## src/logic/cfas_pkg.sv

```systemverilog
// Contract
// RULE1: 8-bit data path, separate 14-bit instruction path
// RULE2: addresses 70h-7Fh reach one cell in every bank
// RULE3: direct access uses address inside instruction word
// RULE4: indirect location accesses address held in pointer
// RULE5: next word fetched while current instruction executes
// RULE6: instruction cycle is four oscillator periods
// RULE7: phases decode, read, execute, write per cycle
// RULE8: one word per instruction, one cycle each; call, goto, return, retlw and retfie take two, the prefetch flushed
// RULE9: opcode field variable length, from three bits; call and goto decode on three bits
// RULE10: interrupt pushes counter, then jumps to 04h
// RULE11: call/jump 11-bit target, page from latch bits 5:4
// RULE12: 7 direct bits plus two bank select bits
// RULE13: call pushes program counter onto hardware stack
// RULE14: counter advances one word per fetched instruction
`default_nettype none
package cfas_pkg;
    localparam int DATA_W = 8;
    localparam int INSTR_W = 14;
    localparam int PC_W = 13;
    localparam int DADDR_W = 9;
    localparam int STACK_DEPTH = 8;
    localparam int SP_W = 3;
    localparam int EV_W = 3;
    localparam int APB_AW = 12;
    localparam logic [PC_W-1:0] RESET_VECTOR = 13'h0000;
    localparam logic [PC_W-1:0] IRQ_VECTOR = 13'h0004;
    localparam logic [6:0] COMMON_LO = 7'h70;
    localparam logic [6:0] INDIRECT_LOC = 7'h00;
    localparam logic [3:0] STACK_FULL = 4'h8;
    // apb register byte addresses
    localparam logic [APB_AW-1:0] ADDR_CTRL = 12'h000;
    localparam logic [APB_AW-1:0] ADDR_PC_HIGH_LATCH = 12'h004;
    localparam logic [APB_AW-1:0] ADDR_POINTER = 12'h008;
    localparam logic [APB_AW-1:0] ADDR_BANK = 12'h00c;
    localparam logic [APB_AW-1:0] ADDR_PC = 12'h010;
    localparam logic [APB_AW-1:0] ADDR_STATUS = 12'h014;
    localparam logic [APB_AW-1:0] ADDR_MASK = 12'h018;
    localparam logic [APB_AW-1:0] ADDR_WREG = 12'h01c;
    localparam int CTRL_RUN = 0;
    localparam int CTRL_GIE = 1;
    localparam int EV_VECTOR = 0;
    localparam int EV_OVERFLOW = 1;
    localparam int EV_UNDERFLOW = 2;
    // instruction encoding
    localparam logic [1:0] CLS_BYTE = 2'b00;
    localparam logic [2:0] OP_CALL = 3'b100;
    localparam logic [2:0] OP_GOTO = 3'b101;
    localparam logic [3:0] OP_MOVWF = 4'h0;
    localparam logic [3:0] OP_CLRF = 4'h1;
    localparam logic [3:0] OP_DECF = 4'h3;
    localparam logic [3:0] OP_ADDWF = 4'h7;
    localparam logic [3:0] OP_MOVF = 4'h8;
    localparam logic [3:0] OP_INCF = 4'ha;
    localparam logic [3:0] LIT_MOVLW = 4'hc;
    localparam logic [3:0] LIT_RETLW = 4'hd;
    localparam logic [INSTR_W-1:0] INSN_NOP = 14'h0000;
    localparam logic [INSTR_W-1:0] INSN_RETURN = 14'h0008;
    localparam logic [INSTR_W-1:0] INSN_RETFIE = 14'h0009;
    typedef enum logic [3:0] {
        q_decode = 4'b0001,
        q_read = 4'b0010,
        q_execute = 4'b0100,
        q_write = 4'b1000
    } cfas_phase_t;
    typedef struct packed {
        logic [DADDR_W-1:0] addr;
        logic [DATA_W-1:0] wdata;
        logic re;
        logic we;
    } cfas_dmem_req_t;
endpackage
`default_nettype wire

```

## src/logic/cfas_core.sv

```systemverilog
// The register addresses and register access over APB were left to the implementer.
`timescale 1ns/1ps
`default_nettype none
module cfas_core
    import cfas_pkg::*;
(
    input wire logic pclk,
    input wire logic presetn,
    input wire logic [APB_AW-1:0] paddr,
    input wire logic psel,
    input wire logic penable,
    input wire logic pwrite,
    input wire logic [31:0] pwdata,
    output var logic [31:0] prdata,
    output logic pready,
    output logic pslverr,
    output logic [PC_W-1:0] prog_addr,
    input wire logic [INSTR_W-1:0] prog_data,
    output var cfas_dmem_req_t dmem_req,
    input wire logic [DATA_W-1:0] dmem_rdata,
    input wire logic ext_irq,
    output logic irq
);

    cfas_phase_t phase;
    cfas_phase_t next_phase;
    logic run;
    logic gie;
    logic [7:0] pc_high_latch;
    logic [7:0] pointer;
    logic [1:0] bank;
    logic [PC_W-1:0] pc;
    logic [PC_W-1:0] next_pc;
    logic [INSTR_W-1:0] ir;
    logic [INSTR_W-1:0] next_ir;
    logic [DATA_W-1:0] wreg;
    logic [DATA_W-1:0] operand;
    logic [DATA_W-1:0] result;
    logic [PC_W-1:0] stack [STACK_DEPTH];
    logic [SP_W-1:0] sp;
    logic [3:0] depth;
    logic [EV_W-1:0] status;
    logic [EV_W-1:0] mask;
    logic irq_s1;
    logic irq_s2;

    // ---- decode: two-bit class, then three, then four bits
    wire logic [1:0] cls = ir[13:12];
    wire logic [3:0] byte_op = ir[11:8];
    wire logic dest_f = ir[7];
    wire logic [6:0] fld = ir[6:0];
    wire logic is_call = ir[13:11] == OP_CALL; // RULE9
    wire logic is_goto = ir[13:11] == OP_GOTO; // RULE9
    wire logic is_movlw = ir[13:10] == LIT_MOVLW; // RULE9
    wire logic is_retlw = ir[13:10] == LIT_RETLW; // RULE9
    wire logic is_return = ir == INSN_RETURN;
    wire logic is_retfie = ir == INSN_RETFIE;
    // op 0000 with d clear is nop, return or retfie, never a file op
    wire logic is_byte = cls == CLS_BYTE &&
        !(byte_op == OP_MOVWF && !dest_f); // RULE9
    wire logic is_jump = is_call || is_goto;
    wire logic is_pop = is_return || is_retfie || is_retlw;
    wire logic redirect_insn = is_jump || is_pop;
    wire logic reads_f = is_byte && byte_op != OP_MOVWF &&
        byte_op != OP_CLRF;
    wire logic writes_f = is_byte && (byte_op == OP_MOVWF ||
        byte_op == OP_CLRF || dest_f);
    wire logic writes_w = is_byte && !writes_f &&
        (byte_op == OP_MOVF || byte_op == OP_INCF ||
         byte_op == OP_DECF || byte_op == OP_ADDWF);

    // ---- sequencing
    wire logic at_q4 = run && phase == q_write;
    // a redirecting instruction flushes its own prefetch, so an
    // interrupt waits one cycle rather than racing the stack
    wire logic take_irq = at_q4 && gie && irq_s2 && !redirect_insn;
    wire logic push = (at_q4 && is_call) || take_irq; // RULE10 RULE13
    wire logic pop = at_q4 && is_pop;
    wire logic [PC_W-1:0] stack_top = stack[sp - 3'd1];
    wire logic [PC_W-1:0] branch_target =
        {pc_high_latch[5:4], ir[10:0]}; // RULE11

    // ---- data addressing
    wire logic indirect = fld == INDIRECT_LOC;
    wire logic [6:0] eff_low = indirect ? pointer[6:0] : fld; // RULE3 RULE4
    wire logic [1:0] eff_bank = indirect ? {bank[1], pointer[7]} : bank; // RULE12
    wire logic common = eff_low >= COMMON_LO; // RULE2
    wire logic [DADDR_W-1:0] eff_addr =
        {common ? 2'b00 : eff_bank, eff_low}; // RULE2

    // ---- alu, one operation per byte opcode
    wire logic [DATA_W-1:0] alu_out =
        byte_op == OP_MOVWF ? wreg :
        byte_op == OP_CLRF ? 8'h00 :
        byte_op == OP_INCF ? operand + 8'h01 :
        byte_op == OP_DECF ? operand - 8'h01 :
        byte_op == OP_ADDWF ? operand + wreg :
        operand;

    assign dmem_req.addr = eff_addr;
    assign dmem_req.wdata = result; // RULE1
    assign dmem_req.re = run && phase == q_read && reads_f; // RULE7
    assign dmem_req.we = run && phase == q_write && writes_f; // RULE7
    assign prog_addr = pc; // RULE5

    always_comb begin
        case (phase)
            q_decode: next_phase = q_read; // RULE6 RULE7
            q_read: next_phase = q_execute;
            q_execute: next_phase = q_write;
            q_write: next_phase = q_decode;
            default: next_phase = q_decode;
        endcase
    end

    assign next_pc = take_irq ? IRQ_VECTOR : // RULE10
        is_jump ? branch_target : // RULE11
        is_pop ? stack_top :
        pc + 13'd1; // RULE14
    assign next_ir = (take_irq || redirect_insn) ? INSN_NOP : prog_data; // RULE5 RULE8

    always_ff @(posedge pclk or negedge presetn) begin
        if (!presetn) begin
            phase <= q_decode;
        end else if (run) begin
            phase <= next_phase; // RULE6
        end
    end

    always_ff @(posedge pclk or negedge presetn) begin
        if (!presetn) begin
            pc <= RESET_VECTOR;
            ir <= INSN_NOP;
        end else if (at_q4) begin
            pc <= next_pc; // RULE14
            ir <= next_ir; // RULE5
        end
    end

    always_ff @(posedge pclk or negedge presetn) begin
        if (!presetn) begin
            operand <= 8'h00;
            result <= 8'h00;
        end else begin
            if (dmem_req.re) begin
                operand <= dmem_rdata; // RULE1
            end
            if (run && phase == q_execute) begin
                result <= alu_out;
            end
        end
    end

    always_ff @(posedge pclk or negedge presetn) begin
        if (!presetn) begin
            wreg <= 8'h00;
        end else if (at_q4 && writes_w) begin
            wreg <= result;
        end else if (at_q4 && (is_movlw || is_retlw)) begin
            wreg <= ir[7:0];
        end
    end

    // ---- hardware stack: circular, overflow overwrites oldest
    for (genvar i = 0; i < STACK_DEPTH; i++) begin : g_stack
        always_ff @(posedge pclk or negedge presetn) begin
            if (!presetn) begin
                stack[i] <= RESET_VECTOR;
            end else if (push && sp == SP_W'(i)) begin
                stack[i] <= pc; // RULE10 RULE13
            end
        end
    end

    always_ff @(posedge pclk or negedge presetn) begin
        if (!presetn) begin
            sp <= 3'd0;
            depth <= 4'h0;
        end else if (push) begin
            sp <= sp + 3'd1;
            depth <= depth == STACK_FULL ? depth : depth + 4'h1;
        end else if (pop) begin
            sp <= sp - 3'd1;
            depth <= depth == 4'h0 ? depth : depth - 4'h1;
        end
    end

    // ---- interrupt pin synchroniser
    always_ff @(posedge pclk or negedge presetn) begin
        if (!presetn) begin
            irq_s1 <= 1'b0;
            irq_s2 <= 1'b0;
        end else begin
            irq_s1 <= ext_irq;
            irq_s2 <= irq_s1;
        end
    end

    // ---- apb slave, zero wait states, read data latched in setup
    wire logic setup = psel && !penable;
    wire logic wr_acc = psel && penable && pwrite;
    wire logic hit_ctrl = paddr == ADDR_CTRL;
    wire logic hit_pc_high_latch = paddr == ADDR_PC_HIGH_LATCH;
    wire logic hit_pointer = paddr == ADDR_POINTER;
    wire logic hit_bank = paddr == ADDR_BANK;
    wire logic hit_pc = paddr == ADDR_PC;
    wire logic hit_status = paddr == ADDR_STATUS;
    wire logic hit_mask = paddr == ADDR_MASK;
    wire logic hit_wreg = paddr == ADDR_WREG;
    wire logic addr_hit = hit_ctrl || hit_pc_high_latch || hit_pointer ||
        hit_bank || hit_pc || hit_status || hit_mask || hit_wreg;
    wire logic [31:0] rd_mux =
        hit_ctrl ? {30'h0000_0000, gie, run} :
        hit_pc_high_latch ? {24'h00_0000, pc_high_latch} :
        hit_pointer ? {24'h00_0000, pointer} :
        hit_bank ? {30'h0000_0000, bank} :
        hit_pc ? {19'h0_0000, pc} :
        hit_status ? {29'h0000_0000, status} :
        hit_mask ? {29'h0000_0000, mask} :
        hit_wreg ? {24'h00_0000, wreg} :
        32'h0000_0000;

    assign pready = 1'b1;
    assign pslverr = psel && penable && !addr_hit;

    always_ff @(posedge pclk or negedge presetn) begin
        if (!presetn) begin
            prdata <= 32'h0000_0000;
        end else if (setup && !pwrite) begin
            prdata <= rd_mux;
        end
    end

    always_ff @(posedge pclk or negedge presetn) begin
        if (!presetn) begin
            pc_high_latch <= 8'h00;
            pointer <= 8'h00;
            bank <= 2'b00;
            mask <= 3'b000;
            run <= 1'b0;
        end else if (wr_acc) begin
            if (hit_pc_high_latch) pc_high_latch <= pwdata[7:0];
            if (hit_pointer) pointer <= pwdata[7:0];
            if (hit_bank) bank <= pwdata[1:0];
            if (hit_mask) mask <= pwdata[EV_W-1:0];
            if (hit_ctrl) run <= pwdata[CTRL_RUN];
        end
    end

    // interrupt entry masks further entry; return-from-interrupt
    // re-enables; hardware wins over a software write in the same cycle
    wire logic sw_gie_wr = wr_acc && hit_ctrl;
    always_ff @(posedge pclk or negedge presetn) begin
        if (!presetn) begin
            gie <= 1'b0;
        end else if (take_irq) begin
            gie <= 1'b0;
        end else if (at_q4 && is_retfie) begin
            gie <= 1'b1;
        end else if (sw_gie_wr) begin
            gie <= pwdata[CTRL_GIE];
        end
    end

    // ---- sticky events, write one to clear, a new event wins
    wire logic [EV_W-1:0] ev_set;
    assign ev_set[EV_VECTOR] = take_irq;
    assign ev_set[EV_OVERFLOW] = push && depth == STACK_FULL;
    assign ev_set[EV_UNDERFLOW] = pop && depth == 4'h0;
    wire logic [EV_W-1:0] ev_clr =
        (wr_acc && hit_status) ? pwdata[EV_W-1:0] : 3'b000;

    always_ff @(posedge pclk or negedge presetn) begin
        if (!presetn) begin
            status <= 3'b000;
        end else begin
            status <= (status & ~ev_clr) | ev_set;
        end
    end

    assign irq = |(status & mask);
endmodule // cfas_core
`default_nettype wire

```

## config.mk

```make
export PLATFORM = sky130hd
export DESIGN_NAME = cfas_core
export DESIGN_NICKNAME = d
export VERILOG_FILES = /design/src/logic/cfas_pkg.sv /design/src/logic/cfas_core.sv
export SDC_FILE = /design/constraint.sdc
export NUM_CORES = 1
export LEC_CHECK = 0
export ABC_AREA = 1
export BUFFER_PORTS_ARGS = -buffer_cell sky130_fd_sc_hd__buf_2
export CAP_MARGIN = 30
export CORE_MARGIN = 3
export CORE_UTILIZATION = 30
export DETAILED_ROUTE_END_ITERATION = 6
export GPL_TIMING_DRIVEN = 0
export MAX_ROUTING_LAYER = met4
export SYNTH_ARGS = -nofsm -noshare
export SYNTH_HDL_FRONTEND = slang
export SYNTH_SLANG_ARGS = --single-unit
```

## constraint.sdc

```tcl
create_clock -name pclk -period 2.6 [get_ports pclk]
set_input_delay 0.39 -clock pclk [delete_from_list [all_inputs] [get_ports pclk]]
set_output_delay 0.39 -clock pclk [all_outputs]
set_load 0.02 [all_outputs]
```

==> metrics.txt <==
# TYPE chip_impl_metric gauge
chip_impl_info{name="outcome",value="finished, final reports clean"} 1
chip_impl_metric{name="gr-usage-met2",unit="%"} 29.7
chip_impl_info{name="tritoncts_clock_tree",value="built"} 1
chip_impl_metric{name="floorplan.core_area",unit="um2"} 36900
chip_impl_metric{name="finalNetCount",unit=""} 1668
chip_impl_metric{name="timing_hold_violations_final",unit=""} 0
chip_impl_metric{name="synthAdderAreaFrac",unit="%"} 2.17
chip_impl_metric{name="use_met1",unit="%"} 25.0
chip_impl_metric{name="routed_via_density",unit=""} 4.95
chip_impl_metric{name="route.detailed.wl_per_inst",unit="um"} 17.6
chip_impl_metric{name="finalWirelength",unit="mm"} 37.0
chip_impl_metric{name="drc",unit=""} 0
chip_impl_metric{name="netSwitchingPower",unit="uW"} 6470
chip_impl_metric{name="synth_async_reset_ratio",unit="%"} 100
chip_impl_info{name="globalRoute.busiestLayer",value="met2"} 1
chip_impl_metric{name="floorplan.die.width",unit="um"} 200
chip_impl_metric{name="die_height",unit="um"} 200
chip_impl_metric{name="synth_edf_count",unit=""} 0
chip_impl_metric{name="maxSlewHeadroom",unit="%"} 45.3
chip_impl_metric{name="fillCellCount",unit=""} 3881
chip_impl_metric{name="max_clk_rate",unit="MHz"} 393
chip_impl_metric{name="finalMaxSlewViolations",unit=""} 0
chip_impl_metric{name="detailedPlacementHpwl",unit="mm"} 27.4
chip_impl_metric{name="maxCapViolations",unit=""} 0
chip_impl_metric{name="final.period_utilization",unit="%"} 98.0
chip_impl_metric{name="total_of_flip_flops_plus_latches_after_synthesis",unit=""} 207
chip_impl_metric{name="met3_usage",unit="%"} 1.85
chip_impl_metric{name="leakage",unit="uW"} 0.00641
chip_impl_metric{name="placed_cell_area",unit="um2"} 12500
chip_impl_metric{name="rows",unit=""} 70
chip_impl_metric{name="fin_cells",unit=""} 2098
chip_impl_metric{name="synth_area",unit="um2"} 11300
chip_impl_metric{name="pwr-share-comb",unit="%"} 42.7
chip_impl_metric{name="clk-insertion-delay-late",unit="ns"} 0.53
chip_impl_metric{name="antenna-diode-count",unit=""} 0
chip_impl_metric{name="groute.usage.overall",unit="%"} 18.5
chip_impl_metric{name="clkSinkCount",unit=""} 207
chip_impl_metric{name="final_antenna_net_count",unit=""} 0
chip_impl_info{name="end_kind",value="flip-flop"} 1
chip_impl_metric{name="grt_antenna_before_repair",unit=""} 0
chip_impl_metric{name="power.clock.fraction",unit="%"} 24.9
chip_impl_metric{name="max-clock-path-buffers",unit=""} 3
chip_impl_metric{name="arrival_worst_endpoint",unit="ns"} 2.91
chip_impl_metric{name="fp.dieArea",unit="um2"} 40100
chip_impl_metric{name="worstRegToRegCells",unit=""} 11
chip_impl_metric{name="clk_transition_reported_paths",unit="ns"} 0.06
chip_impl_metric{name="synth_compound_area_share",unit="%"} 16.9
chip_impl_info{name="hold_class",value="input port to flip-flop"} 1
chip_impl_metric{name="crit_required",unit="ns"} 2.97
chip_impl_metric{name="share_of_synthesized_cell_area_in_and_or_nand_and_nor_gates",unit="%"} 24.8
chip_impl_metric{name="yosysSeqAreaShare",unit="%"} 45.8
chip_impl_metric{name="hold_path_depth",unit=""} 3
chip_impl_info{name="critical_path_class",value="flip-flop to flip-flop"} 1
chip_impl_metric{name="power_density",unit="nW/um2"} 1090
chip_impl_metric{name="intPower",unit="uW"} 8210
chip_impl_metric{name="grt-ovfl-total",unit=""} 0
chip_impl_metric{name="timing.critical_path.fanout_max",unit=""} 19
chip_impl_metric{name="tightest_slew",unit="ns"} 0.821
chip_impl_metric{name="port_buffers",unit=""} 94
chip_impl_metric{name="firstDrtPassIters",unit=""} 5
chip_impl_metric{name="first_iter_violations",unit=""} 788
chip_impl_metric{name="detailroute.via_count",unit=""} 10400
chip_impl_metric{name="tritoncts.num_buffers",unit=""} 25
chip_impl_metric{name="largest_net_degree_at_the_start_of_global_routing",unit=""} 105
chip_impl_metric{name="top_level_ports",unit=""} 139
chip_impl_metric{name="number_of_warnings_printed_during_yosys_synthesis",unit=""} 0
chip_impl_metric{name="setup_viol",unit=""} 0
chip_impl_info{name="timing.critical_path.from_type",value="flip-flop"} 1
chip_impl_metric{name="clock_skew",unit="ns"} 0.0280
chip_impl_metric{name="avgSynthCellArea",unit="um2"} 7.89
chip_impl_metric{name="final_layout_size_suffix_gt1_share",unit="%"} 15.9
chip_impl_metric{name="layout-area-overhead-vs-synth",unit="%"} 19.1
chip_impl_info{name="dominant_combinational_cell_family_by_area_after_synthesis",value="simple AND/OR/NAND/NOR gates"} 1
chip_impl_info{name="synth_top_flop_cell",value="dfrtp_1"} 1
chip_impl_info{name="rsz_0062_raised_after_global_routing",value="no"} 1
chip_impl_metric{name="synth.area.mux_share",unit="%"} 0
chip_impl_metric{name="first_pass_grt_wire_length",unit="mm"} 58.0
chip_impl_metric{name="power.ir.vdd_worst",unit="V"} 0.000572
chip_impl_metric{name="final_design_area_no_fill",unit="um2"} 13500
chip_impl_metric{name="total_power",unit="uW"} 14700
chip_impl_metric{name="seq_power_share",unit="%"} 32.4
chip_impl_metric{name="ys_types",unit=""} 48
chip_impl_metric{name="post-route-min-period",unit="ns"} 2.55
chip_impl_info{name="clock_tree.root_cell",value="clkbuf_16"} 1
chip_impl_metric{name="routability_congestion_estimate",unit=""} 0.890
chip_impl_metric{name="netSwitchingFraction",unit="%"} 44.1
chip_impl_metric{name="htree_levels",unit=""} 1
chip_impl_metric{name="place.detailed.instances",unit=""} 2052
chip_impl_metric{name="initial_core_util",unit="%"} 30.7
chip_impl_metric{name="netlist_instances",unit=""} 1435
chip_impl_metric{name="synth-xor-area-share",unit="%"} 1.55
chip_impl_metric{name="number_of_global_route_vias_before_repair",unit=""} 10000
[cell type report]
cell class	count	area [um2]	share of cell area, %
inverters	130	495	3.67
flip-flops and latches	207	5180	38.4
multi-input cells	1032	5250	38.9
plain buffers	80	502	3.72
clock buffers	37	741	5.49
repair buffers	101	564	4.18
well taps	504	631	4.68
clock inverters	7	120	0.891
[critical path, cell delays in order, from the launching register on]
cell     delay [ns]
dfrtp_1        0.40
buf_4          0.19
inv_8          0.13
ha_2           0.36
inv_1          0.09
buf_4          0.18
buf_4          0.22
o21ai_0        0.15
a21oi_1        0.24
o21ai_0        0.14
a21oi_1        0.17
o22ai_1        0.08
[sequential cells by signal, summed over array words and instances (netlist names)]
register,flops
depth,4
bank,2
status,3
phase,4
irq_s1,1
prog_addr,13
result,8
gie,1
irq_s2,1
pointer,8
sp,3
prdata,13
mask,3
operand,8
run,1
ir,14
pc_high_latch,8
stack,104
wreg,8
[Yosys cell counts (14+ instances only)]
master    instances  area (um2)
ha_1             18         225
o22ai_1          15        93.8
buf_4            21         158
buf_2            14        70.1
nand3_1         101         505
o21ai_1          22         110
o21ai_0         179         896
xor2_1           17         149
dfrtp_1         206        5150
nand2_1         398        1490
nor2_1           76         285
inv_1           122         458
nand4_1          17         106
nor3_1           16        80.1
a21oi_1          48         240
clkbuf_1         37         139
o21ai_2          25         219
[routing by layer]
layer | vias up | share of wire (%)
met5 | - | 0
met4 | 0 | 2.8
met3 | 66 | 5.3
met2 | 337 | 47
met1 | 4984 | 45
li1 | 4999 | -
[cell usage in the layout (no fill, tap or decap), types with 17 or more instances in the layout]
cell / n
a21oi_1: 48
buf_2: 103
buf_4: 28
clkbuf_1: 35
clkbuf_16: 25
conb_1: 20
dfrtp_1: 205
ha_1: 17
inv_1: 119
nand2_1: 398
nand3_1: 101
nand4_1: 17
nor2_1: 75
o21ai_0: 177
o21ai_1: 22
o21ai_2: 27
[cells by family after synthesis]
family | Yosys count
AO/OA/AOI/OAI | 334
XOR/XNOR | 20
adder cells (fa/ha/maj) | 19
buffers and inverters | 214
flip-flops | 207
other | 2
AND/OR/NAND/NOR | 639
[power by group through the flow]
stage               logic [uW]  registers, uW  clock network [uW]
global route              6920           4850                3830
global placement          6070           4790                   0
floorplan                 3870           4710                   0
detailed placement        6120           4800                   0
CTS                       6220           4750                3720
finish                    6270           4760                3650
[final timing paths]
kind                           start             to  slack, ns
hold / removal             pwdata[0]            run       0.08
max in group asynchronous    presetn       phase[2]       1.02
hold reg to reg               irq_s1         irq_s2       0.38
min in group asynchronous    presetn     stack[101]       0.53
setup / recovery               sp[0]  prog_addr[11]       0.05
setup reg to reg               sp[0]  prog_addr[11]       0.05
[timing repair]
action	4_1_cts	5_1_grt
buffers inserted	2	2
setup endpoints to repair	19	12
hold buffers	2	0
endpoints found under the hold margin	99	0
pin swaps	1	2
cloned	0	0
gates resized for setup	18	11
[per-stage QoR]
| step | hold WS (ns) | utilization [%] | setup slack, ns | setup TNS (ns) |
|---|---|---|---|---|
| after CTS | 0.0607 | 36.5 | 0.00778 | 0 |
| final | 0.0835 | 36.6 | 0.0523 | 0 |
| after global placement | 0.377 | 33.9 | -2.50 | -519.23 |
| after detailed placement | 0.373 | 34.0 | -0.856 | -9.90 |
| after global routing | 0.0883 | 36.6 | 0.000308 | 0 |
| after floorplan | 0.0944 | - | 0.177 | 0 |
Power figures use the tool's default switching activity.
